$ cat config.mk
export PLATFORM = sky130hd
export DESIGN_NAME = dcc_channel
export DESIGN_NICKNAME = d
export VERILOG_FILES = /design/src/design/dcc_channel.v
export VERILOG_INCLUDE_DIRS = /design/src /design/src/design
export SDC_FILE = /design/constraint.sdc
export NUM_CORES = 1
export LEC_CHECK = 0
export ABC_CLOCK_PERIOD_IN_PS = 4400
export BUFFER_PORTS_ARGS = -buffer_cell sky130_fd_sc_hd__buf_2
export CORE_MARGIN = 2
export CORE_UTILIZATION = 50
export CTS_BUF_LIST = sky130_fd_sc_hd__clkbuf_16
export DETAILED_ROUTE_END_ITERATION = 12
export GPL_ROUTABILITY_DRIVEN = 1
export PLACE_DENSITY_LB_ADDON = 0.12
export SYNTH_ARGS = -nofsm -noshare
export SYNTH_HDL_FRONTEND = slang
export SYNTH_SLANG_ARGS = --single-unit
$ cat constraint.sdc
create_clock -name mclk -period 4.4 [get_ports mclk]
set_input_delay 0.44 -clock mclk [delete_from_list [all_inputs] [get_ports mclk]]
set_output_delay 0.44 -clock mclk [all_outputs]
set_load 0.05 [all_outputs]
$ cat src/design/dcc_map.vh
// register map, field positions and reset values of the dma channel control block
// assumes a 32-bit apb slave with one aligned word per register
// Behaviour
// - the channel works only while the module enable bit is one.
// - hardware start triggers begin a transfer only while the start trigger enable is one.
// - the transaction active flag shows a transfer underway; software writes it, hardware sets and clears it.
// - abort triggers stop the transfer only while the abort trigger enable is one.
// - the buffer occupied flag is one from a source read until the byte is written to the destination.
// - the destination step mode holds, increments or decrements the 16-bit destination pointer; 11 is reserved.
// - with destination reload stop set, a destination counter reload clears the start trigger enable.
// - the source region select picks data space (00), program flash (01) or data eeprom (1x).
// - the source step mode holds, increments or decrements the 22-bit source pointer; 11 is reserved.
// - with source reload stop set, a source counter reload clears the start trigger enable.
// - a read-only register shows the holding buffer byte.
// - the source start address is 22 bits over low, high and top registers, the top one six bits wide.
// - unimplemented main control bits ignore writes and read zero.
// - all registers return to defaults on reset and when software clears the module enable.
// - an accepted abort clears both trigger enables at once, lets the started access finish, then clears active.
`ifndef DCC_MAP_VH
`define DCC_MAP_VH
`define DCC_OFS_MAIN      12'h000
`define DCC_OFS_ADDR      12'h004
`define DCC_OFS_BUF       12'h008
`define DCC_OFS_SSAL      12'h00C
`define DCC_OFS_SSAH      12'h010
`define DCC_OFS_SSAU      12'h014
`define DCC_OFS_DSAL      12'h018
`define DCC_OFS_DSAH      12'h01C
`define DCC_OFS_IRQST     12'h020
`define DCC_OFS_IRQMSK    12'h024
`define DCC_BIT_EN        7
`define DCC_BIT_SIRQ      6
`define DCC_BIT_ACT       5
`define DCC_BIT_AIRQ      2
`define DCC_BIT_OCC       0
`define DCC_MAIN_WMASK    8'hE4
`define DCC_SSAU_MASK     8'h3F
`define DCC_RST8          8'h00
`define DCC_MODE_HOLD     2'h0
`define DCC_MODE_INC      2'h1
`define DCC_MODE_DEC      2'h2
`define DCC_REG_DATA      2'h0
`define DCC_REG_PFM       2'h1
`define DCC_IRQ_DONE      0
`define DCC_IRQ_ABORT     1
`define DCC_IRQ_RELOAD    2
`endif

$ cat src/design/dcc_channel.v
// dma channel control registers and a simple byte mover sequencer
// assumes the arbiter grants the bus access; source reads and destination writes finish on busDone
`timescale 1ns/1ps
`include "dcc_map.vh"
module dcc_channel #(
    parameter SRC_W = 22,
    parameter DST_W = 16
) (
    // clock and reset
    input  wire             mclk,
    input  wire             rst,
    // apb slave
    input  wire             psel,
    input  wire             penable,
    input  wire             pwrite,
    input  wire [11:0]      paddr,
    input  wire [31:0]      pwdata,
    output reg  [31:0]      prdata,
    output wire             pready,
    output wire             pslverr,
    // triggers and counters
    input  wire             startTrig,
    input  wire             abortTrig,
    input  wire             srcReload,
    input  wire             dstReload,
    input  wire             msgStart,
    // system bus access
    output reg              busReq,
    output reg              busWrite,
    output reg  [SRC_W-1:0] srcPtr,
    output reg  [DST_W-1:0] dstPtr,
    output reg  [1:0]       srcRegion,
    output reg  [7:0]       busWdata,
    input  wire [7:0]       busRdata,
    input  wire             busDone,
    // interrupt
    output wire             irq
);
    ////////////////////////////////////////////////////////////////////////
    localparam ST_IDLE = 2'h0;
    localparam ST_RD   = 2'h1;
    localparam ST_WR   = 2'h2;

    reg [7:0]       main_q;
    reg [7:0]       addr_q;
    reg [7:0]       buf_q;
    reg [21:0]      ssa_q;
    reg [15:0]      dsa_q;
    reg [2:0]       irqSt_q;
    reg [2:0]       irqMsk_q;
    reg [1:0]       state_q;
    reg             abortPend_q;

    wire            wrEn   = psel & penable & pwrite;
    wire            rdEn   = psel & penable & ~pwrite;
    wire            en     = main_q[`DCC_BIT_EN];
    wire            active = main_q[`DCC_BIT_ACT];
    wire [1:0]      destination_step_mode  = addr_q[7:6];
    wire            dStop  = addr_q[5];
    wire [1:0]      source_step_mode  = addr_q[2:1];
    wire            sStop  = addr_q[0];
    wire            mainWr = wrEn & (paddr == `DCC_OFS_MAIN);
    wire            startOk = en & main_q[`DCC_BIT_SIRQ] & startTrig;
    wire            abortOk = en & main_q[`DCC_BIT_AIRQ] & abortTrig & active;
    wire            reload  = en & (srcReload | dstReload);
    wire            xferEnd = (state_q == ST_WR) & busDone;
    wire            stopNow = abortOk | abortPend_q;
    // software clearing the enable resets the whole channel
    wire            swKill  = mainWr & ~pwdata[`DCC_BIT_EN];

    assign pready  = 1'b1;
    assign pslverr = 1'b0;
    assign irq     = |(irqSt_q & irqMsk_q);

    ////////////////////////////////////////////////////////////////////////
    // read mux, reserved bits read zero
    always @* begin
        prdata = 32'h0000_0000;
        case (paddr)
            `DCC_OFS_MAIN:   prdata[7:0] = main_q & `DCC_MAIN_WMASK | {7'h00, main_q[`DCC_BIT_OCC]};
            `DCC_OFS_ADDR:   prdata[7:0] = addr_q;
            `DCC_OFS_BUF:    prdata[7:0] = buf_q;
            `DCC_OFS_SSAL:   prdata[7:0] = ssa_q[7:0];
            `DCC_OFS_SSAH:   prdata[7:0] = ssa_q[15:8];
            `DCC_OFS_SSAU:   prdata[7:0] = {2'h0, ssa_q[21:16]};
            `DCC_OFS_DSAL:   prdata[7:0] = dsa_q[7:0];
            `DCC_OFS_DSAH:   prdata[7:0] = dsa_q[15:8];
            `DCC_OFS_IRQST:  prdata[2:0] = irqSt_q;
            `DCC_OFS_IRQMSK: prdata[2:0] = irqMsk_q;
            default:         prdata = 32'h0000_0000;
        endcase
    end

    ////////////////////////////////////////////////////////////////////////
    // step a pointer by mode; the reserved code holds like 00
    function [21:0] stepPtr;
        input [21:0] p;
        input [1:0]  m;
        begin
            case (m)
                `DCC_MODE_INC: stepPtr = p + 22'h000001;
                `DCC_MODE_DEC: stepPtr = p - 22'h000001;
                default:       stepPtr = p;
            endcase
        end
    endfunction

    wire [21:0] srcNext = stepPtr(srcPtr, source_step_mode);
    wire [21:0] dstNext = stepPtr({6'h00, dstPtr}, destination_step_mode);

    ////////////////////////////////////////////////////////////////////////
    // write strobes per register
    wire            wrAddr   = wrEn & (paddr == `DCC_OFS_ADDR);
    wire            wrSsaL   = wrEn & (paddr == `DCC_OFS_SSAL);
    wire            wrSsaH   = wrEn & (paddr == `DCC_OFS_SSAH);
    wire            wrSsaU   = wrEn & (paddr == `DCC_OFS_SSAU);
    wire            wrDsaL   = wrEn & (paddr == `DCC_OFS_DSAL);
    wire            wrDsaH   = wrEn & (paddr == `DCC_OFS_DSAH);
    wire            wrMsk    = wrEn & (paddr == `DCC_OFS_IRQMSK);
    // sequencer events
    wire            idleNow  = (state_q == ST_IDLE);
    wire            idleGo   = idleNow & en & active & ~stopNow;
    wire            idleStop = idleNow & stopNow & active;
    wire            rdEnd    = (state_q == ST_RD) & busDone;
    wire            rdStop   = rdEnd & stopNow;
    wire            ptrLoad  = en & (msgStart | reload);
    wire            stopHit  = en & ((srcReload & sStop) | (dstReload & dStop));
    reg  [7:0]      main_d;

    ////////////////////////////////////////////////////////////////////////
    // main control next value; hardware set and clear win over a software write
    always @* begin
        main_d = main_q;
        if (mainWr)
            main_d = (pwdata[7:0] & `DCC_MAIN_WMASK) | {7'h00, main_q[`DCC_BIT_OCC]};
        if (startOk)
            main_d[`DCC_BIT_ACT] = 1'b1;
        if (stopHit)
            main_d[`DCC_BIT_SIRQ] = 1'b0;
        if (abortOk) begin
            main_d[`DCC_BIT_SIRQ] = 1'b0;
            main_d[`DCC_BIT_AIRQ] = 1'b0;
        end
        if (idleStop | rdStop)
            main_d[`DCC_BIT_ACT] = 1'b0;
        if (rdEnd)
            main_d[`DCC_BIT_OCC] = 1'b1;
        if (xferEnd) begin
            main_d[`DCC_BIT_OCC] = 1'b0;
            if (stopNow | srcReload | dstReload)
                main_d[`DCC_BIT_ACT] = 1'b0;
        end
    end

    always @(posedge mclk or posedge rst) begin
        if (rst)
            main_q <= `DCC_RST8;
        else if (swKill)
            main_q <= `DCC_RST8;
        else
            main_q <= main_d;
    end

    ////////////////////////////////////////////////////////////////////////
    // software-only registers
    always @(posedge mclk or posedge rst) begin
        if (rst)
            addr_q <= `DCC_RST8;
        else if (swKill)
            addr_q <= `DCC_RST8;
        else if (wrAddr)
            addr_q <= pwdata[7:0];
    end

    always @(posedge mclk or posedge rst) begin
        if (rst)
            ssa_q <= 22'h000000;
        else if (swKill)
            ssa_q <= 22'h000000;
        else begin
            if (wrSsaL)
                ssa_q[7:0] <= pwdata[7:0];
            if (wrSsaH)
                ssa_q[15:8] <= pwdata[7:0];
            if (wrSsaU)
                ssa_q[21:16] <= pwdata[5:0];
        end
    end

    always @(posedge mclk or posedge rst) begin
        if (rst)
            dsa_q <= 16'h0000;
        else if (swKill)
            dsa_q <= 16'h0000;
        else begin
            if (wrDsaL)
                dsa_q[7:0] <= pwdata[7:0];
            if (wrDsaH)
                dsa_q[15:8] <= pwdata[7:0];
        end
    end

    always @(posedge mclk or posedge rst) begin
        if (rst)
            irqMsk_q <= 3'h0;
        else if (swKill)
            irqMsk_q <= 3'h0;
        else if (wrMsk)
            irqMsk_q <= pwdata[2:0];
    end

    ////////////////////////////////////////////////////////////////////////
    // holding buffer, its copy towards the destination and the region follower
    always @(posedge mclk or posedge rst) begin
        if (rst)
            buf_q <= `DCC_RST8;
        else if (swKill)
            buf_q <= `DCC_RST8;
        else if (rdEnd)
            buf_q <= busRdata;
    end

    always @(posedge mclk or posedge rst) begin
        if (rst)
            busWdata <= 8'h00;
        else if (swKill)
            busWdata <= 8'h00;
        else if (rdEnd)
            busWdata <= busRdata;
    end

    always @(posedge mclk or posedge rst) begin
        if (rst)
            srcRegion <= 2'h0;
        else if (swKill)
            srcRegion <= 2'h0;
        else
            srcRegion <= addr_q[4:3];
    end

    ////////////////////////////////////////////////////////////////////////
    // pointers; a step in the same cycle as a load wins
    // the reserved step code holds, so a bad setting cannot run the pointer away
    always @(posedge mclk or posedge rst) begin
        if (rst)
            srcPtr <= {SRC_W{1'b0}};
        else if (swKill)
            srcPtr <= {SRC_W{1'b0}};
        else begin
            if (ptrLoad)
                srcPtr <= ssa_q[SRC_W-1:0];
            if (rdEnd)
                srcPtr <= srcNext[SRC_W-1:0];
        end
    end

    always @(posedge mclk or posedge rst) begin
        if (rst)
            dstPtr <= {DST_W{1'b0}};
        else if (swKill)
            dstPtr <= {DST_W{1'b0}};
        else begin
            if (ptrLoad)
                dstPtr <= dsa_q;
            if (xferEnd)
                dstPtr <= dstNext[DST_W-1:0];
        end
    end

    ////////////////////////////////////////////////////////////////////////
    // an abort seen mid-access waits here until that access ends
    always @(posedge mclk or posedge rst) begin
        if (rst)
            abortPend_q <= 1'b0;
        else if (swKill)
            abortPend_q <= 1'b0;
        else if (idleNow | rdStop | xferEnd)
            abortPend_q <= 1'b0;
        else if (abortOk)
            abortPend_q <= 1'b1;
    end

    // sequencer: one source read, then one destination write per byte
    always @(posedge mclk or posedge rst) begin
        if (rst) begin
            state_q  <= ST_IDLE;
            busReq   <= 1'b0;
            busWrite <= 1'b0;
        end else if (swKill) begin
            state_q  <= ST_IDLE;
            busReq   <= 1'b0;
            busWrite <= 1'b0;
        end else begin
            case (state_q)
                ST_IDLE: begin
                    if (idleGo) begin
                        busReq   <= 1'b1;
                        busWrite <= 1'b0;
                        state_q  <= ST_RD;
                    end
                end
                ST_RD: begin
                    if (rdStop) begin
                        // finish the started read, then stop
                        busReq  <= 1'b0;
                        state_q <= ST_IDLE;
                    end else if (rdEnd) begin
                        busWrite <= 1'b1;
                        state_q  <= ST_WR;
                    end
                end
                ST_WR: begin
                    if (xferEnd) begin
                        busReq   <= 1'b0;
                        busWrite <= 1'b0;
                        state_q  <= ST_IDLE;
                    end
                end
                default: state_q <= ST_IDLE;
            endcase
        end
    end

    ////////////////////////////////////////////////////////////////////////
    // sticky events: set wins over the clear-on-read
    wire       evDone   = xferEnd & ~swKill;
    wire       evAbort  = abortOk;
    wire       evReload = reload;
    wire [2:0] irqSet   = {evReload, evAbort, evDone};
    wire       stRd     = rdEn & (paddr == `DCC_OFS_IRQST);
    reg  [2:0] irqSt_d;
    always @* begin
        irqSt_d = irqSt_q;
        if (stRd)
            irqSt_d = 3'h0;
        irqSt_d = irqSt_d | irqSet;
    end

    always @(posedge mclk or posedge rst) begin
        if (rst)
            irqSt_q <= 3'h0;
        else if (swKill)
            irqSt_q <= 3'h0;
        else
            irqSt_q <= irqSt_d;
    end
endmodule // dcc_channel

; ---- Word level (Yosys, flattened, before mapping)
; Index checks and enable logic that the tools add are counted.
; W data, S select, Z words.
[totals]
ff_bits = 113
latchBits = 0
ram_bits = 0
romBits = 0
input_bits = 63
output_inout_bits = 85
elab_cells = 177
n_memories = 0
[classes]
add_sub_neg = 4
n_mul = 0
div_mod_pow = 0
magnitude_cmp = 0
eq_ne = 23
n_shift = 0
n_mux = 56
bitwise = 49
n_reduce_logical = 24
[ops]
columns = cell, n
row1 = $mux W22, 4
row2 = $mux W8, 10
row3 = $mux W16, 4
row4 = $eq A12 B5 Y1 const B, 4
row5 = $pmux W22 S2, 1
row6 = $pmux W5 S8, 1
row7 = $and A1 B1 Y1, 32
row8 = $pmux W16 S2, 1
row9 = $pmux W3 S10, 1
row10 = $eq A12 B4 Y1 const B, 2
row11 = $eq A12 B6 Y1 const B, 2
row12 = $add A22 B1 Y22 const B, 1
row13 = $sub A22 B1 Y22 const B, 1
row14 = $mux W1, 20
row15 = $reduce_bool A2 Y1, 9
row16 = $add A16 B1 Y16 const B, 1
row17 = $or A8 B1 Y8, 2
row18 = $sub A16 B1 Y16 const B, 1
row19 = $eq A12 B3 Y1 const B, 1
row20 = $logic_not A12 Y1, 1
row21 = $mux W2, 6
row22 = $mux W3, 4
row23 = $ne A3 B3 Y1 const B, 4
row24 = $reduce_bool A3 Y1, 4
row25 = 20 further kinds, 39

; ---- Logic depth before layout (Yosys ltp)
; Gate-level depths: netlist of the first run.
[logic_depth]
ltp_word = 11
ltp_mapped = 15
depth_no_buf = 12

; ---- Worst setup path after synthesis of the first run
; OpenSTA, ideal clock, no wires.
[synth_timing]
path_kind = flip-flop to flip-flop
startpoint = reg addr_q[1]
endpoint = reg srcPtr[16]
t_arrival_ns = 3.558
slack_ns = 0.716
stages_incl_launch_ff = 16
n_path_buf = 3
synth_period_minus_slack_ns = 3.684
cell_sequence = dfrtp_1 inv_1 ha_1 clkbuf_1 clkbuf_1 buf_1 xor2_1 ha_1 and3b_1 o21ai_0 o2bb2a_1 o21ai_0 o21ai_0 xnor2_1 a21o_1 a221o_1
[synth_between]
elab_chain_len = 4
[synth_rtl]
columns = element, line
row1 = "start, declared", dcc_channel.v:45  ; reg [7:0] addr_q;
row2 = "start signal, assigned", dcc_channel.v:168  ; addr_q <= `DCC_RST8;
row3 = "start signal, assigned", dcc_channel.v:170  ; addr_q <= `DCC_RST8;
row4 = "start signal, assigned", dcc_channel.v:172  ; addr_q <= pwdata[7:0];
row5 = $eq A2 B2 Y1 / $eq A2 B1 Y1 (equally long branches), dcc_channel.v:100  ; case (m)
row6 = $pmux W22 S2, dcc_channel.v:100
row7 = $mux W22, dcc_channel.v:252  ; if (rdEnd)
row8 = $mux W22, dcc_channel.v:247  ; else if (swKill)
row9 = "end signal, assigned", dcc_channel.v:246  ; srcPtr <= {SRC_W{1'b0}};
row10 = "end signal, assigned", dcc_channel.v:248  ; srcPtr <= {SRC_W{1'b0}};
row11 = "end signal, assigned", dcc_channel.v:253  ; srcPtr <= srcNext[SRC_W-1:0];
row12 = "end, declared", dcc_channel.v:30  ; output reg [SRC_W-1:0] srcPtr,
; Parallel ways exist; a longest one is shown, timed or not.
; A chain may end at the register's enable or synchronous reset.

; ---- Worst setup path after layout of the first run
; Same ends and word-level chain as after synthesis.

==> impl_metrics.json, run 1 <==
{
  "clk_pin_slew_worst_paths_ps": 70,
  "grt_max_degree": 52,
  "irDropWorstVdd_mv": 0.450,
  "fillers": 1371,
  "grt_overflow_total": 0,
  "final_area_sq_um": 8320,
  "rsz0062_at_grt": "false",
  "clockPowerShare_pct": 21.1,
  "worstSetupEndpointType": "flop",
  "slew-limit-headroom_pct": 25.9,
  "first_iter_violations": 504,
  "min_period_over_period_pct": 75.9,
  "status": "finished, final reports clean",
  "internal-power_uw": 2160,
  "clock_skew_ps": 7.06,
  "clockBufferDepth": 2,
  "worstMarginPinSlew_ps": 1110,
  "ctsHoldBuffers": 0,
  "routed_wl_um": 21400,
  "vias": 6835,
  "synth_area_leaders": "dfrtp_1 (37%), mux2i_1 (6.9%), nor2_1 (5.3%)",
  "dr.pass1.iters": 5,
  "antenna_cells": 0,
  "hp-class": "in -> async",
  "place_area_sq_um": 8030,
  "maxCapViolations": 0,
  "synth_top_area_share_pct": 36.5,
  "combPwrFrac_pct": 45.7,
  "critical_path_required_ps": 4640,
  "dp_hpwl_um": 15900,
  "synth_cell_types": 76,
  "detail_route.wl_per_cell_um": 18.7,
  "cts_resized": 0,
  "antenna_found_initial": 0,
  "areaGrowthSynthToFinish_pct": 10.5,
  "pwr-share-seq_pct": 33.1,
  "netlist_area_sq_um": 7530,
  "setup_violations": 0,
  "grt_pass1_vias": 6426,
  "fin_crit_ps": 3340,
  "synth_seq_cells": 110,
  "synth_edf_count": 0,
  "critPathLaunchType": "flop",
  "grt_pass1_wl_um": 35000,
  "setup_tns_ps": 0,
  "postCtsSetupBuffers": 0,
  "synth_top_flop_cell": "dfrtp_1",
  "fp-row-count": 44,
  "finalHoldViolCount": 0,
  "yosysTopAreaCell": "dfrtp_1",
  "maxSlewViolCount": 0,
  "post-route-drc-count": 0,
  "fmaxAchievable_ghz": 0.299,
  "worstSetupPathType": "reg -> reg",
  "cts_buffers": 9,
  "yosysSeqAreaShare_pct": 36.5,
  "die-area_sq_um": 16100,
  "gp_congestion": 0.891,
  "cts_tree": "done",
  "synthCells": 898,
  "antenna_left": 0,
  "grt_util_all_layers_pct": 27.5,
  "via_per_inst": 5.95,
  "swShare_pct": 43.7,
  "insertion_delay_ps": 360,
  "cp.arrival_ps": 3580,
  "p_per_area_nw_per_um2": 461,
  "die_w_um": 127,
  "syn_avg_cell_area_sq_um": 8.39,
  "ys_warn_count": 0,
  "cts-root-buf": "clkbuf_16",
  "cts.sinks": 110,
  "cts.htree.levels": 3,
  "io_buffers": 97,
  "switchingPower_uw": 1680,
  "p_leak_uw": 0.00380,
  "coreArea_sq_um": 14600,
  "drive_gt1_share_pct": 14.4,
  "async_flop_share_pct": 100,
  "die_h_um": 127,
  "nets": 1045,
  "worstPathMaxFanout": 7,
  "initial_core_util_pct": 51.5,
  "io-pin-count": 148
}
==> synth_stat cells (11+ instances only) <==
master    instances
nand3_1          31
ha_1             21
nor3_1           25
a21oi_1          70
dfrtp_1         110
clkbuf_1         47
o31ai_1          11
inv_1            21
nand2_1          94
mux2i_1          52
xnor2_1          30
nor2_1          107
buf_4            27
a22oi_1          14
o21ai_0          59
==> per-layer routing <==
metal / track usage (%) / vias to the layer above / part of all wire [%]
li1: - / 3310 / -
met1: 37.5 / 3290 / 44
met4: 11.5 / 0 / 3.0
met3: 2.61 / 36 / 4.2
met5: 0 / - / 0
met2: 45.3 / 199 / 49
==> final timing paths <==
| path | start | cells after the start | endpoint | slack [ps] |
|---|---|---|---|---|
| hold / removal | rst | 2 | state_q[0]$_DFFE_PP0P_ | 170 |
| max in group asynchronous | rst | 3 | srcRegion[0]$_DFF_PP0_ | 3290 |
| setup reg to reg | addr_q[1]$_DFFE_PP0P_ | 12 | srcPtr[16]$_DFFE_PP0P_ | 1060 |
| min in group mclk | busRdata[6] | 3 | busWdata[6]$_DFFE_PP0N_ | 310 |
| hold reg to reg | dstPtr[8]$_DFFE_PP0P_ | 1 | dstPtr[8]$_DFFE_PP0P_ | 510 |
| setup / recovery | addr_q[1]$_DFFE_PP0P_ | 12 | srcPtr[16]$_DFFE_PP0P_ | 1060 |
==> final cells by class <==
type	count	area (sq um)	share of cell area (%)
Multi-Input combinational cell	709	4390	52.7
Sequential cell	110	2750	33.1
Timing Repair Buffer	108	581	6.97
Tap cell	184	230	2.77
Clock buffer	9	225	2.71
Inverter	22	85.1	1.02
Clock inverter	7	65.1	0.782
==> cells in the final DEF, fill, tap and decap left out, types with 6 or more instances in the layout <==
cell type  synthesis  routed
ha_1              21      20
a21oi_1           70      70
inv_1             21      20
and2_1             9       9
xor2_1             9       9
o22ai_1            6       6
conb_1             2      26
buf_4             27      10
or3_1             10      10
o31a_1             6       6
clkbuf_16          0       9
nor3_1            25      25
mux2i_1           52      52
nor2_1           107     106
xnor2_1           30      30
buf_2              1      97
a31oi_1            8       8
a221oi_1          10      10
dfrtp_1          110     110
o21ai_0           59      59
nand3_1           31      31
o31ai_1           11      11
nor4_1             9       9
a22oi_1           14      14
nand2_1           94      94
==> critical path, stage by stage (launching register included) <==
cell and delay [ps]:
dfrtp_1 410, inv_1 90, ha_2 330, xor2_1 110
ha_1 230, and3b_1 180, o21ai_0 250, o2bb2a_1 280
o21ai_0 390, o21ai_0 270, xnor2_1 200, a21o_1 190
a221o_1 280
==> registers in the layout, indices dropped and copies added, names as in the netlist <==
signal / count
busWdata: 8
busWrite: 1
ssa_q: 22
abortPend_q: 1
irqSt_q: 3
srcPtr: 22
addr_q: 8
dstPtr: 16
dsa_q: 16
state_q: 2
main_q: 5
irqMsk_q: 3
busReq: 1
srcRegion: 2
==> cell families (layout without fill, tap and decap cells) <==
group / after synthesis / count (layout) / synth area share [%]
other: 2 / 26 / 0.0997
and+or+nand+nor: 329 / 329 / 21.0
AOI/OAI and AO/OA: 240 / 240 / 20.4
muxes: 53 / 53 / 7.06
DFF: 110 / 110 / 36.5
xor gates and xnor gates: 39 / 39 / 4.53
adders and majority gates: 22 / 22 / 3.75
buffers and inverters: 103 / 146 / 6.59
==> power by group through the flow <==
stage	Clock, uW	Sequential, uW	Combinational [uW]
floorplan	0	1640	1030
global placement	0	1290	1740
detailed placement	0	1290	1750
CTS	829	1270	1760
global route	869	1290	1940
finish	812	1270	1760
==> metrics by stage <==
step | setup WS, ps | total power (uW) | hold WS [ps] | utilization, % | instances
after global routing | 788 | 4100 | 231 | 56.8 | 1149
after detailed placement | 1090 | 3040 | 497 | 54.9 | 1133
final | 1060 | 3840 | 168 | 56.8 | 1149
after global placement | 1110 | 3030 | 491 | 54.9 | 1133
after floorplan | 716 | 2670 | 466 | - | 922
after CTS | 1080 | 3860 | 194 | 56.8 | 1149
(Power assumes the default switching activity.)
==> run 2: changes to the inputs <==
--- a/config.mk
+++ b/config.mk
@@ -6,7 +6,7 @@
 export SDC_FILE = /design/constraint.sdc
 export NUM_CORES = 1
 export LEC_CHECK = 0
-export ABC_CLOCK_PERIOD_IN_PS = 4400
+export ABC_CLOCK_PERIOD_IN_PS = 3100
 export BUFFER_PORTS_ARGS = -buffer_cell sky130_fd_sc_hd__buf_2
 export CORE_MARGIN = 2
 export CORE_UTILIZATION = 50
==> constraint.sdc (replaced) <==
create_clock -name mclk -period 3.1 [get_ports mclk]
set_input_delay 0.31 -clock mclk [delete_from_list [all_inputs] [get_ports mclk]]
set_output_delay 0.31 -clock mclk [all_outputs]
set_load 0.05 [all_outputs]
==> run 2 against run 1 <==
Worst setup slack worse by 860 ps. Fmax up 15%. Critical path type unchanged. Via count up 2.4%.
==> impl_metrics.json, run 2 (synthesis results as in run 1) <==
{
  "drive_gt1_share_pct": 16.5,
  "utilization_pct": 58.3,
  "insertion_delay_ps": 350,
  "maxCapViolations": 0,
  "cts_buffers": 9,
  "gp_congestion": 0.878,
  "p_per_area_nw_per_um2": 641,
  "post-route-drc-count": 0,
  "grt_pass1_wl_um": 34900,
  "stdcell_count": 1174,
  "areaGrowthSynthToFinish_pct": 13.3,
  "dr.pass1.iters": 5,
  "cts.sinks": 110,
  "antenna_cells": 0,
  "pre_cts_ws_ps": 175,
  "initial_core_util_pct": 51.5,
  "setup_tns_ps": 0,
  "finalHoldViolCount": 0,
  "final_common_cell": "dfrtp_1",
  "irDropWorstVdd_mv": 0.660,
  "grt_pass1_vias": 6439,
  "nets": 1070,
  "first_iter_violations": 447,
  "worstPathMaxFanout": 12,
  "reg.largest.list": "srcPtr (22), ssa_q (22)",
  "clk_pin_slew_worst_paths_ps": 70,
  "clock_skew_ps": 6.03,
  "dp.cells": 1158,
  "cts-root-buf": "clkbuf_16",
  "fp-row-count": 44,
  "worstSetupEndpointType": "flop",
  "cts.htree.levels": 3,
  "min_period_over_period_pct": 93.4,
  "setup_violations": 0,
  "worstMarginPinSlew_ps": 801,
  "status": "finished, final reports clean",
  "grt_overflow_total": 0,
  "critPathLaunchType": "flop",
  "antenna_left": 0,
  "grt_util_all_layers_pct": 27.4,
  "final_cell_mix": "dfrtp_1 (110), nor2_1 (106), buf_2 (97), nand2_1 (94), a21oi_1 (69)",
  "io-pin-count": 148,
  "antenna_found_initial": 0,
  "via_per_inst": 5.96,
  "die_w_um": 127,
  "fin_crit_ps": 2900,
  "hp-class": "in -> async",
  "p_leak_uw": 0.00394,
  "critical_path_required_ps": 3330,
  "coreArea_sq_um": 14600,
  "die-area_sq_um": 16100,
  "setup_slack_ps": 203,
  "die_h_um": 127,
  "whs_ps": 74.5,
  "worstSetupPathType": "reg -> reg",
  "rsz0062_at_grt": "false",
  "vias": 6998,
  "r2r_cells": 12,
  "cts_tree": "done",
  "grt_max_degree": 54,
  "io_buffers": 97,
  "postCtsSetupBuffers": 0,
  "detail_route.wl_per_cell_um": 18.5,
  "routed_wl_um": 21700,
  "fmaxAchievable_ghz": 0.345,
  "dp_hpwl_um": 16100,
  "cp.arrival_ps": 3130,
  "slew-limit-headroom_pct": 46.4,
  "clockBufferDepth": 2,
  "maxSlewViolCount": 0
}
==> run 2: changes by cell type in the layout (fill, tap and decap cells not counted), moves of 2 or more <==
cell | before | now
buf_4 | 10 | 34
clkinvlp_4 | 3 | 1
o21ai_1 | 1 | 3
clkinv_1 | 3 | 1
inv_1 | 20 | 26
o21ai_0 | 59 | 57
==> run 2: layer usage <==
layer | vias to the layer above | GRT usage [%] | wire (um)
met2 | 206 | 47.0 | 10800
met4 | 0 | 10.0 | 606
met3 | 33 | 2.74 | 886
li1 | 3354 | - | -
met5 | - | 0 | 0
met1 | 3405 | 36.3 | 9480
==> run 2: worst paths after layout <==
path | from | endpoint | slack (ps)
max | addr_q[1]$_DFFE_PP0P_ | srcPtr[17]$_DFFE_PP0P_ | 200
min | rst | irqSt_q[2]$_DFF_PP0_ | 70
max reg2reg | addr_q[1]$_DFFE_PP0P_ | srcPtr[17]$_DFFE_PP0P_ | 200
min reg2reg | main_q[0]$_DFFE_PP0P_ | main_q[0]$_DFFE_PP0P_ | 500
max in group asynchronous | rst | busWdata[0]$_DFFE_PP0N_ | 2220
min in group mclk | busRdata[7] | busWdata[7]$_DFFE_PP0N_ | 190
==> run 2: where the power goes <==
| part | total, uW | internal, uW | switching (uW) |
|---|---|---|---|
| Combinational | 2550 | 866 | 1680 |
| Sequential | 1800 | 1620 | 182 |
| Clock | 1120 | 610 | 505 |
==> run 2: what timing repair did <==
action                     4_1_cts  5_1_grt
hold buffers                     0        0
hold endpoints to repair         0        0
gates resized for setup          0        4
setup endpoints to repair        0        3
==> run 2: worst max-delay path, cell delays in order (launching register included) <==
cell and delay (ps):
dfrtp_1 400, inv_1 90, ha_2 250, buf_4 200
buf_4 220, and3b_1 210, a41o_1 240, o211ai_1 150
o21a_1 230, o22ai_1 150, xnor2_1 220, o21ai_0 120
a221o_1 300
==> run 2: final cells by class <==
class                      instances  area, sq um
timing repair buffer             133          781
sequential                       110         2750
clock inverter                     7         52.6
inverter                          22         86.3
fill                            1388         6110
clock buffer                       9          225
multi-input combinational        709         4410
tap                              184          230
==> run 2: per-stage QoR <==
step | instance area, sq um | total power [uW]
after floorplan | 7640 | 3790
after global placement | 8240 | 4350
after detailed placement | 8240 | 4360
after CTS | 8520 | 5490
after global routing | 8530 | 5810
final | 8530 | 5470
